===== src/design/dcf_pkg.sv =====
// Shared constants and pointer helpers for the 64x18 dual-clock FIFO
package dcf_pkg;
	// ------------------------------------------------------------
	// Geometry
	// ------------------------------------------------------------
	localparam int DATA_W = 18;
	localparam int DEPTH = 64;
	localparam int ADDR_W = 6;
	localparam int PTR_W = ADDR_W + 1;
	localparam int OFFSET_W = 5;
	// ------------------------------------------------------------
	// Flag thresholds and reset values
	// ------------------------------------------------------------
	localparam logic [PTR_W-1:0] FULL_LEVEL = 7'h40;
	localparam logic [PTR_W-1:0] HALF_LEVEL = 7'h20;
	localparam logic [OFFSET_W-1:0] DEFAULT_OFFSET = 5'h08;
	localparam logic [1:0] READY_STAGE = 2'h1;
	// ------------------------------------------------------------
	// Host clock divider: mclk / 4, high on phases 2 and 3
	// ------------------------------------------------------------
	localparam logic [1:0] PHASE_SETUP = 2'h0;
	localparam logic [1:0] PHASE_SENSE = 2'h3;

	// Binary to Gray for pointers crossing clock domains
	function automatic logic [PTR_W-1:0] bin2gray(input logic [PTR_W-1:0] b);
		return b ^ (b >> 1);
	endfunction

	// Gray back to binary after synchronisation
	function automatic logic [PTR_W-1:0] gray2bin(input logic [PTR_W-1:0] g);
		logic [PTR_W-1:0] b;
		b = '0;
		b[PTR_W-1] = g[PTR_W-1];
		for (int i = PTR_W - 2; i >= 0; i--)
			b[i] = b[i+1] ^ g[i];
		return b;
	endfunction
endpackage


===== src/design/dcf_if.sv =====
// Pin-level link between the FIFO and the logic that writes and reads it
`timescale 1ns/1ps
interface dcf_if;
	logic write_clock;
	logic write_qual_high;
	logic write_qual_low_n;
	logic offset_program_n;
	logic [dcf_pkg::DATA_W-1:0] write_data;
	logic input_ready;
	logic half_full_flag;
	logic almost_flag;
	logic read_clock;
	logic read_enable_n;
	logic output_enable_a_n;
	logic output_enable_b_n;
	logic [dcf_pkg::DATA_W-1:0] read_data;
	logic read_data_oe_n;
	logic output_ready;

	// FIFO side
	modport fifo_end (
		input write_clock, write_qual_high, write_qual_low_n, offset_program_n, write_data,
		input read_clock, read_enable_n, output_enable_a_n, output_enable_b_n,
		output input_ready, half_full_flag, almost_flag, read_data, read_data_oe_n,
		output output_ready
	);

	// Writing and reading logic side
	modport host_end (
		output write_clock, write_qual_high, write_qual_low_n, offset_program_n, write_data,
		output read_clock, read_enable_n, output_enable_a_n, output_enable_b_n,
		input input_ready, half_full_flag, almost_flag, read_data, read_data_oe_n,
		input output_ready
	);
endinterface


===== src/design/dcf_device.sv =====
// The 64x18 FIFO itself, sampling both link clocks on mclk
//
// Contract
// Store word when qualifiers right and input ready
// Pop only with all enables low, output ready
// Either output enable high blocks reads, floats outputs
// Input ready low when full; writes then ignored
// Ready flags change only on their clock
// Input ready rises second write edge after reset
// Output ready low when empty; high means data
// First word appears third read edge after write
// Output holds last popped word while not ready
// Half-full high at 32 words or more
// Almost flag within empty or full offset
// Unprogrammed offsets both default to eight
// Program strobe after reset captures offset bits
// Reset held; clears flags, almost flag high
// Eighteen-bit data ports, sixty-four words deep
// Both clocks run continuously, any phase relation
// First word reaches output regardless of enables
// First strobe loads both, second only full
// Programming suppresses storage writes
// Gray pointers through two-stage synchronisers
`timescale 1ns/1ps
module dcf_device #(
	parameter int DW = dcf_pkg::DATA_W,
	parameter int AW = dcf_pkg::ADDR_W
) (
	input wire logic mclk,
	input wire logic reset_n,
	dcf_if.fifo_end link,
	output logic [AW:0] fill_level
);
	localparam int PW = AW + 1;
	localparam int DEPTH = 1 << AW;

	// ------------------------------------------------------------
	// Storage and clock edge detection
	// ------------------------------------------------------------
	logic [DW-1:0] mem_r [DEPTH];
	logic wclk_q_r;
	logic rclk_q_r;

	// ------------------------------------------------------------
	// Write side state
	// ------------------------------------------------------------
	logic [PW-1:0] wbin_r;
	logic [PW-1:0] wgray_r;
	logic [PW-1:0] rg_s1_r;
	logic [PW-1:0] rg_s2_r;
	logic [1:0] stage_r;
	logic in_rdy_r;
	logic half_r;
	logic almost_r;
	logic [dcf_pkg::OFFSET_W-1:0] xoff_r;
	logic [dcf_pkg::OFFSET_W-1:0] yoff_r;
	logic prog_prev_r;
	logic written_r;
	logic [PW-1:0] level_r;

	// ------------------------------------------------------------
	// Read side state
	// ------------------------------------------------------------
	logic [PW-1:0] rbin_r;
	logic [PW-1:0] rgray_r;
	logic [PW-1:0] wg_s1_r;
	logic [PW-1:0] wg_s2_r;
	logic or_r;
	logic [DW-1:0] q_r;
	logic qoe_n_r;

	// Inputs are synchronous to mclk, so one flop is enough for edges
	wire wr_edge = link.write_clock & ~wclk_q_r;
	wire rd_edge = link.read_clock & ~rclk_q_r;

	always_ff @(posedge mclk)
	begin
		if (!reset_n)
		begin
			wclk_q_r <= 1'b0;
			rclk_q_r <= 1'b0;
		end
		else
		begin
			wclk_q_r <= link.write_clock;
			rclk_q_r <= link.read_clock;
		end
	end

	// ------------------------------------------------------------
	// Write side decode
	// ------------------------------------------------------------
	// Read pointer as seen after synchronising; may lag, never leads
	wire [PW-1:0] rbin_w = dcf_pkg::gray2bin(rg_s2_r);
	wire prog_low = ~link.offset_program_n;
	// Offsets only before the first stored word, and only when ready
	wire prog_take = wr_edge & prog_low & ~written_r & in_rdy_r;
	// Strobe low disables storage whatever the qualifiers say
	wire do_write = wr_edge & link.write_qual_high & ~link.write_qual_low_n
		& in_rdy_r & ~prog_low;
	wire [PW-1:0] wbin_nxt = PW'(wbin_r + {{(PW-1){1'b0}}, do_write});
	wire [PW-1:0] level_nxt = PW'(wbin_nxt - rbin_w);
	wire full_nxt = (level_nxt == dcf_pkg::FULL_LEVEL);
	wire half_nxt = (level_nxt >= dcf_pkg::HALF_LEVEL);
	wire [PW-1:0] af_thresh = PW'(dcf_pkg::FULL_LEVEL - PW'(yoff_r));
	wire almost_nxt = (level_nxt <= PW'(xoff_r)) | (level_nxt >= af_thresh);

	// Storage array has no reset; contents are don't-care until written
	always_ff @(posedge mclk)
	begin
		if (do_write)
			mem_r[wbin_r[AW-1:0]] <= link.write_data;
	end

	// Pointer, synchroniser and flags, all stepping on write edges only
	always_ff @(posedge mclk)
	begin
		if (!reset_n)
		begin
			wbin_r <= '0;
			wgray_r <= '0;
			rg_s1_r <= '0;
			rg_s2_r <= '0;
			stage_r <= 2'h0;
			in_rdy_r <= 1'b0;
			half_r <= 1'b0;
			almost_r <= 1'b1;
			level_r <= '0;
			written_r <= 1'b0;
		end
		else if (wr_edge)
		begin
			wbin_r <= wbin_nxt;
			wgray_r <= dcf_pkg::bin2gray(wbin_nxt);
			rg_s1_r <= rgray_r;
			rg_s2_r <= rg_s1_r;
			if (stage_r != dcf_pkg::READY_STAGE)
				stage_r <= 2'(stage_r + 2'h1);
			// First edge only advances the stage; second may raise ready
			in_rdy_r <= (stage_r == dcf_pkg::READY_STAGE) & ~full_nxt;
			half_r <= half_nxt;
			almost_r <= almost_nxt;
			level_r <= level_nxt;
			written_r <= written_r | do_write;
		end
	end

	// Offset loading: first low edge sets both, a consecutive one only Y
	always_ff @(posedge mclk)
	begin
		if (!reset_n)
		begin
			xoff_r <= dcf_pkg::DEFAULT_OFFSET;
			yoff_r <= dcf_pkg::DEFAULT_OFFSET;
			prog_prev_r <= 1'b0;
		end
		else if (wr_edge)
		begin
			prog_prev_r <= prog_take;
			if (prog_take && !prog_prev_r)
			begin
				xoff_r <= link.write_data[dcf_pkg::OFFSET_W-1:0];
				yoff_r <= link.write_data[dcf_pkg::OFFSET_W-1:0];
			end
			else if (prog_take)
				yoff_r <= link.write_data[dcf_pkg::OFFSET_W-1:0];
		end
	end

	// ------------------------------------------------------------
	// Read side decode
	// ------------------------------------------------------------
	wire [PW-1:0] wbin_r_sync = dcf_pkg::gray2bin(wg_s2_r);
	wire avail = (wbin_r_sync != rbin_r);
	wire oe_block = link.output_enable_a_n | link.output_enable_b_n;
	wire pop = rd_edge & or_r & ~link.read_enable_n & ~oe_block;
	// An empty output register fills with no enable involved
	wire load = rd_edge & avail & (~or_r | pop);

	// Output register, pointer and ready flag step on read edges only
	always_ff @(posedge mclk)
	begin
		if (!reset_n)
		begin
			rbin_r <= '0;
			rgray_r <= '0;
			wg_s1_r <= '0;
			wg_s2_r <= '0;
			or_r <= 1'b0;
			q_r <= '0;
		end
		else if (rd_edge)
		begin
			wg_s1_r <= wgray_r;
			wg_s2_r <= wg_s1_r;
			if (load)
			begin
				q_r <= mem_r[rbin_r[AW-1:0]];
				rbin_r <= PW'(rbin_r + 1'b1);
				rgray_r <= dcf_pkg::bin2gray(PW'(rbin_r + 1'b1));
				or_r <= 1'b1;
			end
			else if (pop)
				or_r <= 1'b0;
		end
	end

	// Float indication lags the enables by one mclk so it stays a flop
	always_ff @(posedge mclk)
	begin
		if (!reset_n)
			qoe_n_r <= 1'b1;
		else
			qoe_n_r <= oe_block;
	end

	// Pin drive; read data keeps the last popped word while not ready
	assign link.input_ready = in_rdy_r;
	assign link.half_full_flag = half_r;
	assign link.almost_flag = almost_r;
	assign link.output_ready = or_r;
	assign link.read_data = q_r;
	assign link.read_data_oe_n = qoe_n_r;
	assign fill_level = level_r;
endmodule


===== src/flat_wrapper.sv =====
// flat-port wrapper written by rule: the top's interface ports become plain ports
module dcf_device_flat 
#(
	parameter int DW = dcf_pkg::DATA_W,
	parameter int AW = dcf_pkg::ADDR_W
)
  (mclk, reset_n, fill_level, link_write_clock, link_write_qual_high, link_write_qual_low_n, link_offset_program_n, link_write_data, link_read_clock, link_read_enable_n, link_output_enable_a_n, link_output_enable_b_n, link_input_ready, link_half_full_flag, link_almost_flag, link_read_data, link_read_data_oe_n, link_output_ready);
  dcf_if link_i ();
  input wire logic mclk;
  input wire logic reset_n;
  output logic [AW:0] fill_level;
  input wire logic [$bits(link_i.write_clock)-1:0] link_write_clock;
  input wire logic [$bits(link_i.write_qual_high)-1:0] link_write_qual_high;
  input wire logic [$bits(link_i.write_qual_low_n)-1:0] link_write_qual_low_n;
  input wire logic [$bits(link_i.offset_program_n)-1:0] link_offset_program_n;
  input wire logic [$bits(link_i.write_data)-1:0] link_write_data;
  input wire logic [$bits(link_i.read_clock)-1:0] link_read_clock;
  input wire logic [$bits(link_i.read_enable_n)-1:0] link_read_enable_n;
  input wire logic [$bits(link_i.output_enable_a_n)-1:0] link_output_enable_a_n;
  input wire logic [$bits(link_i.output_enable_b_n)-1:0] link_output_enable_b_n;
  output wire logic [$bits(link_i.input_ready)-1:0] link_input_ready;
  output wire logic [$bits(link_i.half_full_flag)-1:0] link_half_full_flag;
  output wire logic [$bits(link_i.almost_flag)-1:0] link_almost_flag;
  output wire logic [$bits(link_i.read_data)-1:0] link_read_data;
  output wire logic [$bits(link_i.read_data_oe_n)-1:0] link_read_data_oe_n;
  output wire logic [$bits(link_i.output_ready)-1:0] link_output_ready;
  assign link_i.write_clock = link_write_clock;
  assign link_i.write_qual_high = link_write_qual_high;
  assign link_i.write_qual_low_n = link_write_qual_low_n;
  assign link_i.offset_program_n = link_offset_program_n;
  assign link_i.write_data = link_write_data;
  assign link_i.read_clock = link_read_clock;
  assign link_i.read_enable_n = link_read_enable_n;
  assign link_i.output_enable_a_n = link_output_enable_a_n;
  assign link_i.output_enable_b_n = link_output_enable_b_n;
  assign link_input_ready = link_i.input_ready;
  assign link_half_full_flag = link_i.half_full_flag;
  assign link_almost_flag = link_i.almost_flag;
  assign link_read_data = link_i.read_data;
  assign link_read_data_oe_n = link_i.read_data_oe_n;
  assign link_output_ready = link_i.output_ready;
  dcf_device #(.DW(DW), .AW(AW)) u_core (.mclk(mclk), .reset_n(reset_n), .link(link_i), .fill_level(fill_level));
endmodule

===== config.mk =====
export PLATFORM = sky130hd
export DESIGN_NAME = dcf_device_flat
export DESIGN_NICKNAME = d
export VERILOG_FILES = /design/src/design/dcf_pkg.sv /design/src/design/dcf_if.sv /design/src/design/dcf_device.sv /design/src/flat_wrapper.sv
export SDC_FILE = /design/constraint.sdc
export NUM_CORES = 1
export LEC_CHECK = 0
export BUFFER_PORTS_ARGS = -buffer_cell sky130_fd_sc_hd__buf_2
export CORE_AREA = 2 2 288 290
export DETAILED_ROUTE_END_ITERATION = 10
export DIE_AREA = 0 0 290 292
export PLACE_DENSITY = 0.78
export SYNTH_ARGS = -nofsm -noshare
export SYNTH_HDL_FRONTEND = slang
export SYNTH_SLANG_ARGS = --single-unit

===== constraint.sdc =====
create_clock -name mclk -period 5.4 [get_ports mclk]
set_input_delay 0.81 -clock mclk [delete_from_list [all_inputs] [get_ports mclk]]
set_output_delay 0.81 -clock mclk [all_outputs]
set_load 0.02 [all_outputs]

==> reports/results.txt <==
Max-slew violations: 0
Initial Utilization: 59.7%
Final setup violation count: 0
Synth Net Count: 2330
TritonCTS buffer count: 119
Clock root buffer: clkbuf_16
Wire per inst: 32.3 um
Initial antenna violation count: 3
Internal Power: 15.6 mW
Comb pwr share: 4.1%
Cell with the most instances after synthesis: edfxtp_1
Crit-path max FO: 4
First-pass iteration count of the detailed router: 5
Area growth syn-to-layout: 12.1%
Fmax: 228 MHz
Largest family of logic cells by synthesized area: multiplexers
CTS sink cnt: 1252
# Post-CTS Setup Buffers: 0
Vias in the first global route: 24.5k
Final critical-path required period: 4.40 ns
Post-cts sizing count: 0
Total die area: 84700 sq um
Half-perimeter wire length after placement: 64100 um
Run status: complete, no violations
PD cells: 359 nW/um^2
Total Wirelength: 116000 um
Endpoint class of the critical path: register
First-pass GRT wire length: 170000 um
Final Hold Vio Count: 0
Setup WS post-layout: 1.00 ns
Average cell area after synthesis: 21.4 sq um
Clock power frac: 41.7%
Post-Layout Cell Count: 3603
HP Class: in2reg
Compound-gate portion of the synthesized area: 1.45%
Area share of and/or/nand/nor cells after synthesis: 2.57%
Syn Inst Count: 2280
GPL Wtd Cong: 0.841
Clock-pin slew on the worst setup and hold paths: 0.06 ns
WS Path Type: reg2reg
Largest net degree at the start of global routing: 128
Critical Path RT: 6.03 ns
TritonCTS clock tree: yes
Port Buffer Count: 57
CP arrival: 5.03 ns
Post-synthesis mux area share: 17.8%
XOR/XNOR share of the synthesized area: 1.27%
Layout cells sized above 1: 31.0%
Worst-case clock skew: 0.0304 ns
Cell taking the most area after synthesis: edfxtp_1
Clk buf depth: 3
NetSw: 4.06 mW
Ys Warns: 0
Adder-Cell Fraction of Synth Area: 0.580%
DR vias: 24.1k
Core area: 81600 sq um
DRC Markers: 0
Mapped cell area: 48700 sq um
Tcrit/Tclk final: 81.4%
Ys async rst share: 0%
Post-synthesis cell type count: 55
Die X-Extent: 290 um
Worst-margin pin slew: 1.39 ns
Top post-synthesis cells by area: edfxtp_1 71%, mux4_2 17%, dfxtp_1 4.1%, nor2_1 1.0%, nand2_1 0.75%
Vias per inst: 6.70
Peak VDD IR: 283 uV
Switch share: 20.7%
Max cap viols: 0
EDFF count, synth: 1152
Place WS: 0.494 ns
Total Power: 19.6 mW
Total negative slack: 0 ns
Grt ovf: 0
Post-CTS Hold Buffers: 0
#FFs+latches synth: 1252
Final ANT Viol Nets: 0
Final core utilization: 66.9%
Die Span Y: 292 um
Top_reg_cell synth: edfxtp_1
Sequential share of power: 54.2%
Register area share after synthesis: 75.1%
# rows: 105
Final #Nets: 2479
Setup crit start kind: register
CTS HTree Levels: 3
Rel. slew slack: 7.31%
Clk Latency, worst-skew pair: 0.70 ns
Top cell type's share of synthesized area: 71.0%
Inst Count DP: 3378
Leak Pwr: 16.8 nW
Overall routing resource usage: 28.0%
RSZ-0062 raised after global routing: false
Commonest cells in the netlist: 1152 x edfxtp_1, 373 x mux4_2, 132 x nor2_1
IO Count: 58
Iteration-0 DRC Markers: 3131
cell families after synthesis:
| logic type | count (synthesis) |
|---|---|
| buf+inv | 141 |
| flops | 1252 |
| fa+ha+maj | 22 |
| xor+xnor | 58 |
| compound gates | 114 |
| mux | 400 |
| simple gates | 293 |
worst paths after layout:
kind	startpoint	endpoint	slack, ns	cells after the start
hold / removal	link_output_enable_a_n	u_core.link.read_data_oe_n	0.31	2
hold reg to reg	u_core.rg_s1_r[0]	u_core.rg_s2_r[0]	0.45	2
setup / recovery	u_core.rg_s2_r[6]	u_core.link.almost_flag	1.00	16
setup reg to reg	u_core.rg_s2_r[6]	u_core.link.almost_flag	1.00	16
sequential cells by signal, summed over array words and instances, names as in the netlist, 2 cells and up:
signal / count
u_core.fill_level: 7
u_core.link.read_data: 18
u_core.mem_r: 1152
u_core.rbin_r: 6
u_core.rg_s1_r: 7
u_core.rg_s2_r: 7
u_core.rgray_r: 7
u_core.stage_r: 2
u_core.wbin_r: 6
u_core.wg_s1_r: 7
u_core.wg_s2_r: 7
u_core.wgray_r: 7
u_core.xoff_r: 5
u_core.yoff_r: 5
power by group through the flow:
stage | Combinational, mW | Clock, mW | Sequential, mW
final | 0.807 | 8.18 | 10.6
after detailed placement | 0.806 | 0 | 10.8
after global placement | 0.779 | 0 | 10.8
after global routing | 0.862 | 8.63 | 10.6
after CTS | 0.818 | 8.28 | 10.6
after floorplan | 0.490 | 0 | 10.8
layout make-up:
cell class	count	area (sq um)
sequential	1252	36600
fill	4879	27000
multi-input combinational	887	11700
clock buffer	151	3160
tap	1070	1340
timing repair buffer	152	1090
clock inverter	73	658
inverter	17	65.1
antenna	1	2.50
through the flow:
step                area (sq um)  hold slack, ns
detailed placement         50800           0.449
global placement           50800           0.438
CTS                        54600           0.273
floorplan                  48700           0.432
finish                     54600           0.309
global route               54600           0.300
worst max-delay path, stage by stage (launching register included):
cell and delay (ns):
dfxtp_1 0.40, xnor3_2 0.58, xnor2_4 0.28, xor2_1 0.31, xnor2_1 0.16, ha_1 0.18, inv_1 0.05, fa_1 0.43
xnor2_1 0.39, ha_1 0.32, o21a_1 0.12, o21a_1 0.17, o21a_1 0.18, o32ai_1 0.24, mux2i_1 0.15, a31oi_1 0.18
o311a_1 0.18
routing by layer:
metal | track usage [%] | wire length (um) | up-vias
li1 | - | - | 9694
met1 | 38.1 | 42000 | 12700
met2 | 46.3 | 58700 | 1532
met3 | 5.34 | 11500 | 226
met4 | 9.67 | 4010 | 0
met5 | 0 | 0 | -
layout by cell type (no fill, tap or decap), types with 3 or more instances in the layout:
cell type and count:
edfxtp_1 1152, clkinv_2 22, buf_4 88, ha_1 21
nor2_1 68, and2_1 3, mux4_2 373, nand2b_1 5
buf_2 57, inv_6 3, dfxtp_4 4, a211oi_1 17
o21ai_0 12, inv_1 14, clkinv_1 28, bufinv_16 10
nand3_1 9, dfxtp_1 95, clkbuf_1 27, nand3b_1 3
clkbuf_8 4, nor2b_1 11, clkbuf_16 120, nand2_1 97
a21oi_1 61, xnor2_1 27, o21a_1 3, o21ai_1 7
mux2i_1 27, clkinvlp_4 6, or3_1 10, nor2_2 64
nor3_1 12, buf_12 7, xor2_1 22, xnor2_2 3
No activity file was read; power rests on OpenSTA's default activity.
